--- config.mk ---
export PLATFORM = sky130hd
export DESIGN_NAME = ilcgd_top
export DESIGN_NICKNAME = d
export VERILOG_FILES = /design/src/pkg/ilcgd_pkg.sv /design/src/ilcgd_top.sv
export SDC_FILE = /design/constraint.sdc
export NUM_CORES = 1
export LEC_CHECK = 0
export ABC_AREA = 1
export BUFFER_PORTS_ARGS = -buffer_cell sky130_fd_sc_hd__buf_2
export CORE_ASPECT_RATIO = 0.8
export CORE_MARGIN = 2
export CORE_UTILIZATION = 35
export CTS_BUF_LIST = sky130_fd_sc_hd__clkbuf_4 sky130_fd_sc_hd__clkbuf_8 sky130_fd_sc_hd__clkbuf_16
export DETAILED_ROUTE_END_ITERATION = 10
export PLACE_DENSITY = 0.61
export SYNTH_ARGS = -nofsm -noshare
export SYNTH_HDL_FRONTEND = slang
export SYNTH_SLANG_ARGS = --single-unit
export TNS_END_PERCENT = 5
--- constraint.sdc ---
create_clock -name clk_sys -period 3.2 [get_ports clk_sys]
set_clock_uncertainty 0.2 [all_clocks]
set_input_delay 0.16 -clock clk_sys [delete_from_list [all_inputs] [get_ports clk_sys]]
set_output_delay 0.16 -clock clk_sys [all_outputs]
set_load 0.03 [all_outputs]
--- src/pkg/ilcgd_pkg.sv ---
// ilcgd_pkg: constants and types for the inband loop code generator and detector
// assumes one 10 MHz system clock and byte-wide registers at their printed offsets
package ilcgd_pkg;

	// ----------------------------------------------------------------
	// register offsets
	// ----------------------------------------------------------------
	localparam logic [11:0] ILCGD_OFS_SEND_CTRL = 12'h074;
	localparam logic [11:0] ILCGD_OFS_SEND_PATTERN = 12'h075;
	localparam logic [11:0] ILCGD_OFS_DETECT_CONFIG = 12'h076;
	localparam logic [11:0] ILCGD_OFS_DETECT_STATE = 12'h077;
	localparam logic [11:0] ILCGD_OFS_UP_TARGET = 12'h078;
	localparam logic [11:0] ILCGD_OFS_DOWN_TARGET = 12'h079;
	localparam logic [11:0] ILCGD_OFS_IRQ_ENABLE = 12'h07A;
	localparam logic [11:0] ILCGD_OFS_IRQ_FLAGS = 12'h07B;

	// ----------------------------------------------------------------
	// reset values
	// ----------------------------------------------------------------
	localparam logic [7:0] ILCGD_RST_SEND_CTRL = 8'h00;
	localparam logic [7:0] ILCGD_RST_SEND_PATTERN = 8'h00;
	localparam logic [7:0] ILCGD_RST_DETECT_CONFIG = 8'h04;
	localparam logic [7:0] ILCGD_RST_UP_TARGET = 8'h08;
	localparam logic [7:0] ILCGD_RST_DOWN_TARGET = 8'h24;
	localparam logic [7:0] ILCGD_RST_IRQ_ENABLE = 8'h00;

	// ----------------------------------------------------------------
	// field positions
	// ----------------------------------------------------------------
	localparam int ILCGD_BIT_SEND_EN = 3;
	localparam int ILCGD_BIT_UNFRAMED = 2;
	localparam int ILCGD_POS_SEND_LEN = 0;
	localparam int ILCGD_BIT_FBIT_SKIP = 4;
	localparam int ILCGD_POS_DOWN_SEL = 2;
	localparam int ILCGD_POS_UP_SEL = 0;
	// detector index doubles as the bit position in state, enable and flag registers
	localparam int ILCGD_DET_DOWN = 0;
	localparam int ILCGD_DET_UP = 1;

	// ----------------------------------------------------------------
	// timing and thresholds
	// ----------------------------------------------------------------
	localparam int unsigned ILCGD_CLK_NS = 100;
	localparam int unsigned ILCGD_PERIOD_NS = 39800000;
	localparam int unsigned ILCGD_PERIOD_CYC = ILCGD_PERIOD_NS / ILCGD_CLK_NS;
	localparam logic [9:0] ILCGD_ERR_LIMIT = 10'h258;
	localparam logic [6:0] ILCGD_GOOD_LIMIT = 7'h7E;

	// ----------------------------------------------------------------
	// types
	// ----------------------------------------------------------------
	typedef struct packed {
		logic en;
		logic fbit;
		logic data;
	} ilcgd_bit_t;

endpackage : ilcgd_pkg

--- src/ilcgd_top.sv ---
// ilcgd_top: inband loopback code sender and activate/deactivate code detector
// assumes bit strobes on the link structs are synchronous to clk_sys, one cycle each
`timescale 1ns/10ps

module ilcgd_top
	import ilcgd_pkg::*;
#(
	parameter int unsigned PERIOD_CYCLES = ILCGD_PERIOD_CYC
) (
	input wire logic clk_sys,
	input wire logic rst_n,
	input wire logic [11:0] reg_addr,
	input wire logic [7:0] reg_wdata,
	input wire logic reg_wr,
	input wire logic reg_rd,
	output logic [7:0] reg_rdata,
	input wire ilcgd_bit_t tx_in,
	output ilcgd_bit_t tx_out,
	input wire ilcgd_bit_t rx_in,
	output logic loop_up_present,
	output logic loop_down_present,
	output logic irq_n
);

	// ----------------------------------------------------------------
	// helpers
	// ----------------------------------------------------------------
	// last code bit index for a two-bit length select: 00 -> 4 ... 11 -> 7
	function automatic logic [2:0] ilcgd_last_idx(input logic [1:0] sel);
		case (sel)
			2'h0: ilcgd_last_idx = 3'h4;
			2'h1: ilcgd_last_idx = 3'h5;
			2'h2: ilcgd_last_idx = 3'h6;
			2'h3: ilcgd_last_idx = 3'h7;
			default: ilcgd_last_idx = 3'h4;
		endcase
	endfunction : ilcgd_last_idx

	// exact match of the full register offset
	function automatic logic ilcgd_hit(input logic [11:0] addr, input logic [11:0] ofs);
		ilcgd_hit = (addr == ofs);
	endfunction : ilcgd_hit

	// code bit at a phase, bit 7 of the pattern first
	function automatic logic ilcgd_code_bit(input logic [7:0] pat, input logic [2:0] phase);
		ilcgd_code_bit = pat[3'h7 - phase];
	endfunction : ilcgd_code_bit

	// ----------------------------------------------------------------
	// registers
	// ----------------------------------------------------------------
	logic [3:0] send_ctrl_q;
	logic [7:0] send_code_pattern_q;
	logic [4:0] detect_config_q;
	logic [7:0] loop_up_pattern_q;
	logic [7:0] loop_down_pattern_q;
	logic [1:0] irq_enable_q;
	logic [1:0] change_flag_q;
	logic [1:0] change_flag_d;
	logic [1:0] present_q;
	wire [1:0] present_d;

	// a write to the state offset is dropped: there is nothing behind it
	wire wr_send_ctrl = reg_wr && ilcgd_hit(reg_addr, ILCGD_OFS_SEND_CTRL);
	wire wr_send_pat = reg_wr && ilcgd_hit(reg_addr, ILCGD_OFS_SEND_PATTERN);
	wire wr_config = reg_wr && ilcgd_hit(reg_addr, ILCGD_OFS_DETECT_CONFIG);
	wire wr_up_tgt = reg_wr && ilcgd_hit(reg_addr, ILCGD_OFS_UP_TARGET);
	wire wr_down_tgt = reg_wr && ilcgd_hit(reg_addr, ILCGD_OFS_DOWN_TARGET);
	wire wr_irq_en = reg_wr && ilcgd_hit(reg_addr, ILCGD_OFS_IRQ_ENABLE);
	wire wr_flags = reg_wr && ilcgd_hit(reg_addr, ILCGD_OFS_IRQ_FLAGS);
	wire rd_flags = reg_rd && ilcgd_hit(reg_addr, ILCGD_OFS_IRQ_FLAGS);

	wire code_send_enable = send_ctrl_q[ILCGD_BIT_SEND_EN];
	wire unframed_send_select = send_ctrl_q[ILCGD_BIT_UNFRAMED];
	wire [1:0] send_code_length = send_ctrl_q[ILCGD_POS_SEND_LEN +: 2];
	wire framing_bit_skip = detect_config_q[ILCGD_BIT_FBIT_SKIP];
	wire [1:0] loop_down_len_sel = detect_config_q[ILCGD_POS_DOWN_SEL +: 2];
	wire [1:0] loop_up_len_sel = detect_config_q[ILCGD_POS_UP_SEL +: 2];

	always_ff @(posedge clk_sys or negedge rst_n) begin
		if (!rst_n) begin
			send_ctrl_q <= ILCGD_RST_SEND_CTRL[3:0];
		end else if (wr_send_ctrl) begin
			send_ctrl_q <= reg_wdata[3:0];
		end
	end

	always_ff @(posedge clk_sys or negedge rst_n) begin
		if (!rst_n) begin
			send_code_pattern_q <= ILCGD_RST_SEND_PATTERN;
		end else if (wr_send_pat) begin
			send_code_pattern_q <= reg_wdata;
		end
	end

	always_ff @(posedge clk_sys or negedge rst_n) begin
		if (!rst_n) begin
			detect_config_q <= ILCGD_RST_DETECT_CONFIG[4:0];
		end else if (wr_config) begin
			detect_config_q <= reg_wdata[4:0];
		end
	end

	always_ff @(posedge clk_sys or negedge rst_n) begin
		if (!rst_n) begin
			loop_up_pattern_q <= ILCGD_RST_UP_TARGET;
		end else if (wr_up_tgt) begin
			loop_up_pattern_q <= reg_wdata;
		end
	end

	always_ff @(posedge clk_sys or negedge rst_n) begin
		if (!rst_n) begin
			loop_down_pattern_q <= ILCGD_RST_DOWN_TARGET;
		end else if (wr_down_tgt) begin
			loop_down_pattern_q <= reg_wdata;
		end
	end

	always_ff @(posedge clk_sys or negedge rst_n) begin
		if (!rst_n) begin
			irq_enable_q <= ILCGD_RST_IRQ_ENABLE[1:0];
		end else if (wr_irq_en) begin
			irq_enable_q <= reg_wdata[1:0];
		end
	end

	// ----------------------------------------------------------------
	// read port
	// ----------------------------------------------------------------
	// reserved and unmapped bits read as zero
	logic [7:0] rd_mux;
	always_comb begin
		rd_mux = 8'h00;
		case (reg_addr)
			ILCGD_OFS_SEND_CTRL: rd_mux = {4'h0, send_ctrl_q};
			ILCGD_OFS_SEND_PATTERN: rd_mux = send_code_pattern_q;
			ILCGD_OFS_DETECT_CONFIG: rd_mux = {3'h0, detect_config_q};
			ILCGD_OFS_DETECT_STATE: rd_mux = {6'h00, present_q};
			ILCGD_OFS_UP_TARGET: rd_mux = loop_up_pattern_q;
			ILCGD_OFS_DOWN_TARGET: rd_mux = loop_down_pattern_q;
			ILCGD_OFS_IRQ_ENABLE: rd_mux = {6'h00, irq_enable_q};
			ILCGD_OFS_IRQ_FLAGS: rd_mux = {6'h00, change_flag_q};
			default: rd_mux = 8'h00;
		endcase
	end

	// zero outside the answer cycle, so a stale value never looks valid
	always_ff @(posedge clk_sys or negedge rst_n) begin
		if (!rst_n) begin
			reg_rdata <= 8'h00;
		end else if (reg_rd) begin
			reg_rdata <= rd_mux;
		end else begin
			reg_rdata <= 8'h00;
		end
	end

	// ----------------------------------------------------------------
	// transmit code insertion
	// ----------------------------------------------------------------
	logic [2:0] tx_phase_q;
	wire [2:0] tx_last = ilcgd_last_idx(send_code_length);
	// framed mode leaves the F-bit alone and does not advance the code phase
	wire tx_take = code_send_enable && (!tx_in.fbit || unframed_send_select);
	wire tx_code_bit = ilcgd_code_bit(send_code_pattern_q, tx_phase_q);
	wire [2:0] tx_phase_nx = (tx_phase_q >= tx_last) ? 3'h0 : tx_phase_q + 3'h1;

	always_ff @(posedge clk_sys or negedge rst_n) begin
		if (!rst_n) begin
			tx_out <= '0;
		end else begin
			tx_out.en <= tx_in.en;
			tx_out.fbit <= tx_in.fbit;
			tx_out.data <= tx_take ? tx_code_bit : tx_in.data;
		end
	end

	// ----------------------------------------------------------------
	// transmit code phase
	// ----------------------------------------------------------------
	// cleared while idle so every enable starts at pattern bit 7
	always_ff @(posedge clk_sys or negedge rst_n) begin
		if (!rst_n) begin
			tx_phase_q <= 3'h0;
		end else if (!code_send_enable) begin
			tx_phase_q <= 3'h0;
		end else if (tx_in.en && tx_take) begin
			tx_phase_q <= tx_phase_nx;
		end
	end

	// ----------------------------------------------------------------
	// fixed detection period
	// ----------------------------------------------------------------
	logic [31:0] period_cnt_q;
	wire period_end = (period_cnt_q >= 32'(PERIOD_CYCLES - 1));

	// free running: periods are fixed, not aligned to the received code
	always_ff @(posedge clk_sys or negedge rst_n) begin
		if (!rst_n) begin
			period_cnt_q <= 32'h0;
		end else if (period_end) begin
			period_cnt_q <= 32'h0;
		end else begin
			period_cnt_q <= 32'(period_cnt_q + 32'h1);
		end
	end

	// ----------------------------------------------------------------
	// detectors: index 0 loop-down, index 1 loop-up
	// ----------------------------------------------------------------
	// an F-bit that is skipped neither advances the phase nor counts
	wire rx_seen = rx_in.en && !(rx_in.fbit && framing_bit_skip);
	// a compared F-bit advances the phase on a match but is never counted as an error
	wire rx_counts = rx_seen && !rx_in.fbit;
	wire [7:0] tgt_pat [2];
	wire [1:0] tgt_sel [2];
	assign tgt_pat[ILCGD_DET_DOWN] = loop_down_pattern_q;
	assign tgt_pat[ILCGD_DET_UP] = loop_up_pattern_q;
	assign tgt_sel[ILCGD_DET_DOWN] = loop_down_len_sel;
	assign tgt_sel[ILCGD_DET_UP] = loop_up_len_sel;

	genvar k;
	generate
		for (k = 0; k < 2; k++) begin : g_det
			logic [2:0] phase_q;
			logic [9:0] err_q;
			logic [6:0] good_q;
			wire [2:0] last = ilcgd_last_idx(tgt_sel[k]);
			// bit 7 is compared against the first code bit; lower unused bits never reached
			wire expect_bit = ilcgd_code_bit(tgt_pat[k], phase_q);
			wire miss = rx_seen && (rx_in.data != expect_bit);
			wire bit_err = miss && rx_counts;
			// phase holds on a miss, so alignment hunts at a cost of a few errors
			wire [2:0] phase_nx = (phase_q >= last) ? 3'h0 : phase_q + 3'h1;
			wire [9:0] err_now = (bit_err && err_q != 10'h3FF) ? err_q + 10'h001 : err_q;
			wire per_bad = err_now > ILCGD_ERR_LIMIT;
			wire per_good = err_now < ILCGD_ERR_LIMIT;
			wire [6:0] good_nx = (good_q == 7'h7F) ? good_q : good_q + 7'h01;
			assign present_d[k] = !period_end ? present_q[k] :
				per_bad ? 1'b0 :
				(per_good && good_q >= ILCGD_GOOD_LIMIT) ? 1'b1 : present_q[k];

			always_ff @(posedge clk_sys or negedge rst_n) begin
				if (!rst_n) begin
					phase_q <= 3'h0;
				end else if (rx_seen && !miss) begin
					phase_q <= phase_nx;
				end else if (phase_q > last) begin
					phase_q <= 3'h0;
				end
			end

			always_ff @(posedge clk_sys or negedge rst_n) begin
				if (!rst_n) begin
					err_q <= 10'h000;
					good_q <= 7'h00;
				end else if (period_end) begin
					err_q <= 10'h000;
					good_q <= per_good ? good_nx : 7'h00;
				end else begin
					err_q <= err_now;
				end
			end
		end
	endgenerate

	// ----------------------------------------------------------------
	// change flags and interrupt
	// ----------------------------------------------------------------
	wire [1:0] flag_set = present_d ^ present_q;
	// a read of the flag register clears too; a fresh change always wins
	wire [1:0] flag_clr = (wr_flags ? reg_wdata[1:0] : 2'h0) | {2{rd_flags}};
	assign change_flag_d = flag_set | (change_flag_q & ~flag_clr);
	wire irq_any = |(change_flag_d & irq_enable_q);

	always_ff @(posedge clk_sys or negedge rst_n) begin
		if (!rst_n) begin
			present_q <= 2'h0;
		end else begin
			present_q <= present_d;
		end
	end

	always_ff @(posedge clk_sys or negedge rst_n) begin
		if (!rst_n) begin
			change_flag_q <= 2'h0;
		end else begin
			change_flag_q <= change_flag_d;
		end
	end

	// from the next flag value, so the pin falls with the flag, not a cycle later
	always_ff @(posedge clk_sys or negedge rst_n) begin
		if (!rst_n) begin
			irq_n <= 1'b1;
		end else begin
			irq_n <= !irq_any;
		end
	end

	// ----------------------------------------------------------------
	// status pins
	// ----------------------------------------------------------------
	// mirror the state register in the same cycle
	always_ff @(posedge clk_sys or negedge rst_n) begin
		if (!rst_n) begin
			loop_up_present <= 1'b0;
			loop_down_present <= 1'b0;
		end else begin
			loop_up_present <= present_d[ILCGD_DET_UP];
			loop_down_present <= present_d[ILCGD_DET_DOWN];
		end
	end

endmodule : ilcgd_top

==> results of run 1 <==
flip-flops by register name, indices dropped and copies added, names as in the netlist, 3 cells and up:
| name | flops |
|---|---|
| send_ctrl_q | 4 |
| detect_config_q | 5 |
| g_det.phase_q | 6 |
| g_det.good_q | 14 |
| g_det.err_q | 20 |
| tx_out | 3 |
| tx_phase_q | 3 |
| period_cnt_q | 32 |
| loop_up_pattern_q | 8 |
| reg_rdata | 8 |
| send_code_pattern_q | 8 |
| loop_down_pattern_q | 8 |
cell usage after synthesis, types with 3 or more instances:
cell / n / area share
a211oi_1: 4 / 0.0044
a21oi_1: 14 / 0.010
a221oi_1: 5 / 0.0065
buf_1: 4 / 0.0022
clkbuf_1: 7 / 0.0039
dfrtp_1: 121 / 0.45
dfstp_2: 5 / 0.019
ha_1: 16 / 0.030
inv_1: 110 / 0.061
inv_2: 6 / 0.0033
nand2_1: 191 / 0.11
nand2_2: 15 / 0.014
nand2_4: 5 / 0.0083
nand3_1: 51 / 0.038
nand3_2: 6 / 0.0089
nand3b_1: 3 / 0.0033
nand4_1: 7 / 0.0065
nor2_1: 81 / 0.045
nor3_1: 15 / 0.011
nor3b_1: 4 / 0.0044
nor4_1: 5 / 0.0046
o211ai_1: 4 / 0.0044
o21ai_0: 64 / 0.047
o21ai_1: 5 / 0.0037
o21ai_2: 8 / 0.010
o221ai_1: 3 / 0.0039
o22ai_1: 3 / 0.0028
xnor2_1: 6 / 0.0078
xor2_1: 23 / 0.030
cells by family after synthesis:
logic type / share of synthesized area
AOI/OAI and AO/OA: 0.118
xor gates and xnor gates: 0.0376
adders and majority gates: 0.0296
buffers and inverters: 0.0774
DFF: 0.468
other: 0.000555
and+or+nand+nor: 0.269
metal layers:
metal,track usage,routed length [um],vias to the layer above,part of all wire
li1,-,-,2816,-
met1,0.242,8000,2571,0.51
met2,0.237,6510,125,0.42
met3,0.0385,933,11,0.060
met4,0.0449,172,0,0.011
met5,0,0,-,0
area by class of cell:
class,count,area [um2]
well taps,258,323
inverters,117,439
clock buffers,19,447
clock inverters,12,161
flip-flops and latches,126,3160
fillers,1915,10900
repair buffers,60,393
multi-input cells,580,3120
per-stage QoR:
step | hold slack (ns) | cells
6_report | 0.0253 | 1172
5_1_grt | 0.0713 | 1172
4_1_cts | 0.0327 | 1172
3_5_place_dp | -0.0532 | 1127
3_3_place_gp | -0.0606 | 1127
2_1_floorplan | -0.336 | 838
worst min path at each step:
stage	start	end	cells past startpoint
floorplan	rst_n	change_flag_q[0]	0
global placement	rst_n	period_cnt_q[11]	1
detailed placement	rst_n	period_cnt_q[11]	1
CTS	rst_n	period_cnt_q[11]	2
global route	rst_n	period_cnt_q[10]	2
finish	rst_n	period_cnt_q[11]	2
power by group through the flow:
stage	logic [mW]	registers [mW]	clock network, mW
final	0.919	1.88	2.00
after global routing	1.06	1.91	2.12
after CTS	0.925	1.89	2.05
after detailed placement	0.909	1.91	0
after global placement	0.896	1.91	0
after floorplan	0.707	1.88	0
==> results.json, run 1 <==
{
  "crit_buf_inv": 2,
  "clockBufferDepth": 2,
  "grt_max_degree": 61,
  "drive_gt1_frac": 0.148,
  "p_clk_frac": 0.417,
  "cts_hold_buf": 14,
  "ys_types": 56,
  "ant_nets": 0,
  "cp_cell_sequence": "ha_1 -> nand2_1 -> nor2_2 -> nand3_1 -> nand2_1 -> inv_2 -> nand3_4 -> nand2_1 -> o21ai_0 -> nor2_1 -> nand2_2 -> a31oi_4 -> inv_1 -> nand2_1 -> o21ai_2",
  "cp_slowest_stage_delay_ns": 0.43,
  "layout_commonest_cell": "nand2_1",
  "path_common_cell": "nand2_1",
  "synth_seq_cells": 126,
  "io_buffer_count": 43,
  "maxSlewViolCount": 0,
  "ctsResizeCount": 0,
  "yosysSeqAreaShare": 0.468,
  "syn_area_um2": 6750,
  "grt_usage": 0.163,
  "period_needed_ns": 2.63,
  "critical_path_class": "flip-flop to flip-flop",
  "clock_sinks": 126,
  "fp.dieW_um": 159,
  "internal_power_mw": 3.34,
  "drt_pass1_iterations": 7,
  "r2r_end": "g_det[1].good_q[1]",
  "seqPwrFrac": 0.392,
  "placed_area_um2": 7290,
  "end_kind": "flip-flop",
  "tns_ns": 0,
  "core.rowCount": 45,
  "dieArea_um2": 20400,
  "clock_latency_ns": 0.42,
  "grt_antenna_before_repair": 0,
  "synth_area_per_cell_um2": 8.18,
  "hold_viol_final": 0,
  "ys.flop_type": "dfrtp_1",
  "crit_path_start_kind": "flip-flop",
  "hold_class": "input port to asynchronous set/reset pin",
  "endpoint": "g_det[1].good_q[1]",
  "max_freq_mhz": 381,
  "vias_per_cell": 4.71,
  "drt_iter0_markers": 400,
  "relSlewSlack": 0.632,
  "h-tree-depth": 4,
  "r2r_slack_ns": 0.57,
  "final_cell_area_um2": 8040,
  "cts_root_buf": "clkbuf_16",
  "grt_pass1_vias": 5179,
  "cp_num_cells": 15,
  "gp_congestion": 0.868,
  "switchingPower_mw": 1.47,
  "postLayoutCoreUtil": 0.425,
  "vias": 5523,
  "synth-async-reset-ratio": 1.00,
  "p_per_area_nw_per_um2": 598,
  "wirelength_um": 15600,
  "crit_path_max_fanout": 16,
  "cts.clk_slew.worst_paths_ns": 0.06,
  "rsz0062_at_grt": "false",
  "diodes": 0,
  "p_leak_nw": 3.82,
  "comb_power_share": 0.191,
  "cp.arrival_ns": 2.73,
  "pre_cts_slack_ns": 0.613,
  "irDropWorstVdd_mv": 0.330,
  "die_h_um": 128,
  "start_util": 0.357,
  "dpl.hpwl_um": 11300,
  "grt_pass1_wl_um": 26400,
  "maxCapViolCount": 0,
  "postCtsSetupRepairBufs": 0,
  "cts_tree": "built",
  "synthCells": 826,
  "fin_ws_ns": 0.574,
  "cp_slowest_cell": "dfrtp_1",
  "startpoint": "g_det[1].err_q[0]",
  "core_area_um2": 18900,
  "drcViolationCount": 0,
  "grt-ovfl-total": 0,
  "finalSetupViolations": 0,
  "switching_share": 0.305,
  "reg2reg_depth": 15,
  "reg2reg_from": "g_det[1].err_q[0]",
  "crit_required_ns": 3.31,
  "final_cell_mix": "191 x nand2_1, 121 x dfrtp_1, 110 x inv_1",
  "synthToLayoutAreaGrowth_pct": 19.0,
  "total_power_mw": 4.81,
  "tightest_slew_ns": 0.548,
  "ys_warn_count": 0,
  "synth_edf_count": 0,
  "status": "finished, final reports clean",
  "cts_buffers": 17,
  "cpLargestDelayFamily": "simple AND/OR/NAND/NOR gates",
  "period_share": 0.821,
  "io_pins": 44,
  "routedWlPerCell_um": 13.3,
  "layout.nets": 948
}
No activity file was read; power rests on OpenSTA's default activity.
==> inputs of run 2 (changes only) <==
--- a/config.mk
+++ b/config.mk
@@ -12,7 +12,7 @@
 export CORE_UTILIZATION = 35
 export CTS_BUF_LIST = sky130_fd_sc_hd__clkbuf_4 sky130_fd_sc_hd__clkbuf_8 sky130_fd_sc_hd__clkbuf_16
 export DETAILED_ROUTE_END_ITERATION = 10
-export PLACE_DENSITY = 0.61
+export PLACE_DENSITY = 0.63
 export SYNTH_ARGS = -nofsm -noshare
 export SYNTH_HDL_FRONTEND = slang
 export SYNTH_SLANG_ARGS = --single-unit
==> constraint.sdc (replaced) <==
create_clock -name clk_sys -period 2.32 [get_ports clk_sys]
set_clock_uncertainty 0.2 [all_clocks]
set_input_delay 0.116 -clock clk_sys [delete_from_list [all_inputs] [get_ports clk_sys]]
set_output_delay 0.116 -clock clk_sys [all_outputs]
set_load 0.03 [all_outputs]
==> run 2 against run 1 <==
- the run now ends with setup timing left
- register-to-register slack worse by 0.59 ns
- die area is the same
- clock power rose by 28%
- combinational power increased by 77%
- clock-buffer cell count fell by 1
- core utilization is 4.4 points higher
- global-route usage is 0.77 points higher
- sequential share of layout area down 3.7 points
- cell count increased by 6.9%
- largest cell class is now multi-input combinational cells
==> results.json, run 2 (same netlist as run 1, synthesis figures left out) <==
{
  "status": "finished, violations left",
  "violations": "setup timing",
  "grt-ovfl-total": 0,
  "cts.clk_slew.worst_paths_ns": 0.06,
  "grt_pass1_wl_um": 27900,
  "clockBufferDepth": 2,
  "p_per_area_nw_per_um2": 764,
  "seqCellArea_um2": 3160,
  "dp_cells": 1191,
  "core.rowCount": 45,
  "die_h_um": 128,
  "drt_iter0_markers": 361,
  "end_kind": "flip-flop",
  "regMostFlops": "period_cnt_q",
  "io_pins": 44,
  "reg2reg_from": "loop_down_pattern_q[2]",
  "crit_path_start_kind": "flip-flop",
  "ant_nets": 0,
  "start_util": 0.357,
  "postLayoutCoreUtil": 0.469,
  "total_power_mw": 6.78,
  "wl_met3_um": 865,
  "fill_cells": 1848,
  "grt_antenna_before_repair": 0,
  "final_cell_mix": "179 x nand2_1, 119 x dfrtp_1, 103 x inv_1",
  "irDropWorstVdd_mv": 0.589,
  "r2r_slack_ns": -0.01,
  "drive_gt1_frac": 0.264,
  "grt_pass1_vias": 5700,
  "cts_root_buf": "clkbuf_16",
  "core_area_um2": 18900,
  "top_layer": "met4",
  "wl_met2_um": 7360,
  "grt_usage": 0.171,
  "crit_required_ns": 2.46,
  "largest_register_ffs": 32,
  "r2r_end": "g_det[0].good_q[2]",
  "dieArea_um2": 20400,
  "grt_max_degree": 60,
  "io_buffer_count": 43,
  "gp_congestion": 0.844,
  "h-tree-depth": 4,
  "routedWlPerCell_um": 13.2,
  "vias": 5910,
  "clock_sinks": 126,
  "drt_pass1_iterations": 7,
  "wl_met1_um": 8230,
  "hold_viol_final": 0,
  "vias_per_cell": 4.72,
  "maxCapViolCount": 0,
  "critical_path_class": "flip-flop to flip-flop",
  "period_needed_ns": 2.33,
  "fp.dieW_um": 159,
  "maxSlewViolCount": 0,
  "fin_ws_ns": -0.0141,
  "rsz0062_at_grt": "true",
  "period_share": 1.01,
  "p_leak_nw": 4.22,
  "max_freq_mhz": 428,
  "hold_class": "input port to asynchronous set/reset pin",
  "drcViolationCount": 0,
  "cts_buffers": 17,
  "startpoint": "loop_down_pattern_q[2]",
  "reg2reg_depth": 16,
  "layout_commonest_cell": "nand2_1",
  "finalSetupViolations": 1,
  "cts_tree": "built",
  "clock_latency_ns": 0.41,
  "crit_path_max_fanout": 7,
  "endpoint": "g_det[0].good_q[2]",
  "dpl.hpwl_um": 11600,
  "cp.arrival_ns": 2.47,
  "wirelength_um": 16600,
  "diodes": 0,
  "layout.nets": 1028,
  "largestRegisters": "period_cnt_q x32, g_det.err_q x20, g_det.good_q x14",
  "synthToLayoutAreaGrowth_pct": 31.4,
  "multi_input_area_um2": 3380,
  "fin_cells": 1253
}
## run 2: cell types whose count changed in the layout (fill, tap and decap cells not counted), moves of 7 or more
| cell | before | now |
|---|---|---|
| nand2_2 | 15 | 24 |
| inv_1 | 110 | 103 |
| nand2_1 | 191 | 179 |
| nand3_2 | 6 | 14 |
| buf_4 | 3 | 72 |
| o21ai_0 | 64 | 56 |
| nand3_1 | 51 | 41 |
## run 2: worst min-delay path by stage
stage	slack [ns]	startpoint	end	cells past startpoint
6_report	0.03	rst_n	period_cnt_q[9]	3
5_1_grt	0.05	rst_n	period_cnt_q[8]	3
3_5_place_dp	-0.12	rst_n	period_cnt_q[9]	1
4_1_cts	0.01	reg_addr[1]	reg_rdata[0]	5
3_3_place_gp	-0.12	rst_n	period_cnt_q[9]	1
2_1_floorplan	-0.38	rst_n	change_flag_q[0]	0
## run 2: timing repair
item	4_1_cts	5_1_grt
setup buffers	5	4
hold buffers	18	0
hold endpoints to repair	167	0
pin swaps	15	30
gates cloned	4	0
resized for setup	21	50
endpoints found under the setup margin	14	26
## run 2: layer usage
| layer | vias to the layer above | GRT usage |
|---|---|---|
| li1 | 2982 | - |
| met1 | 2782 | 0.239 |
| met2 | 138 | 0.266 |
| met3 | 8 | 0.0414 |
| met4 | 0 | 0.0449 |
| met5 | - | 0 |
## run 2: critical path: stages, from the launching register on
cell and delay [ns]:
dfstp_2 0.52, inv_1 0.04, nand2_1 0.07, nand3_2 0.08, nand3_2 0.09, nand2_2 0.08
nand2_4 0.10, nand3_4 0.15, o21ai_2 0.26, o21ai_4 0.10, nand2_4 0.10, nand2_4 0.06
nand2_4 0.08, nand2_4 0.07, nand2_2 0.06, nand2_2 0.05, a21oi_2 0.14
## run 2: power breakdown
| part | switching, mW | leakage, nW | internal, mW | total (mW) |
|---|---|---|---|---|
| registers | 0.189 | 1.67 | 2.40 | 2.59 |
| logic | 0.962 | 2.27 | 0.672 | 1.63 |
| clock network | 1.04 | 0.282 | 1.52 | 2.56 |
| total | 2.20 | 4.22 | 4.59 | 6.78 |
## run 2: stage by stage
stage / TNS, ns / hold slack, ns / instance area, um2 / setup slack, ns
2_1_floorplan: 0 / -0.380 / 6800 / 0.0250
4_1_cts: 0 / 0.0130 / 8700 / 0.000167
3_5_place_dp: -0.727 / -0.121 / 7780 / -0.0931
6_report: -0.0141 / 0.0281 / 8880 / -0.0141
3_3_place_gp: -0.270 / -0.120 / 7780 / -0.0463
5_1_grt: -1.93 / 0.0515 / 8880 / -0.187
## run 2: cell type report
cell class	instances	area share
Sequential cell	126	0.356
Clock buffer	18	0.0495
Inverter	117	0.0498
Multi-Input combinational cell	584	0.380
Tap cell	258	0.0364
Timing Repair Buffer	136	0.113
Clock inverter	14	0.0148
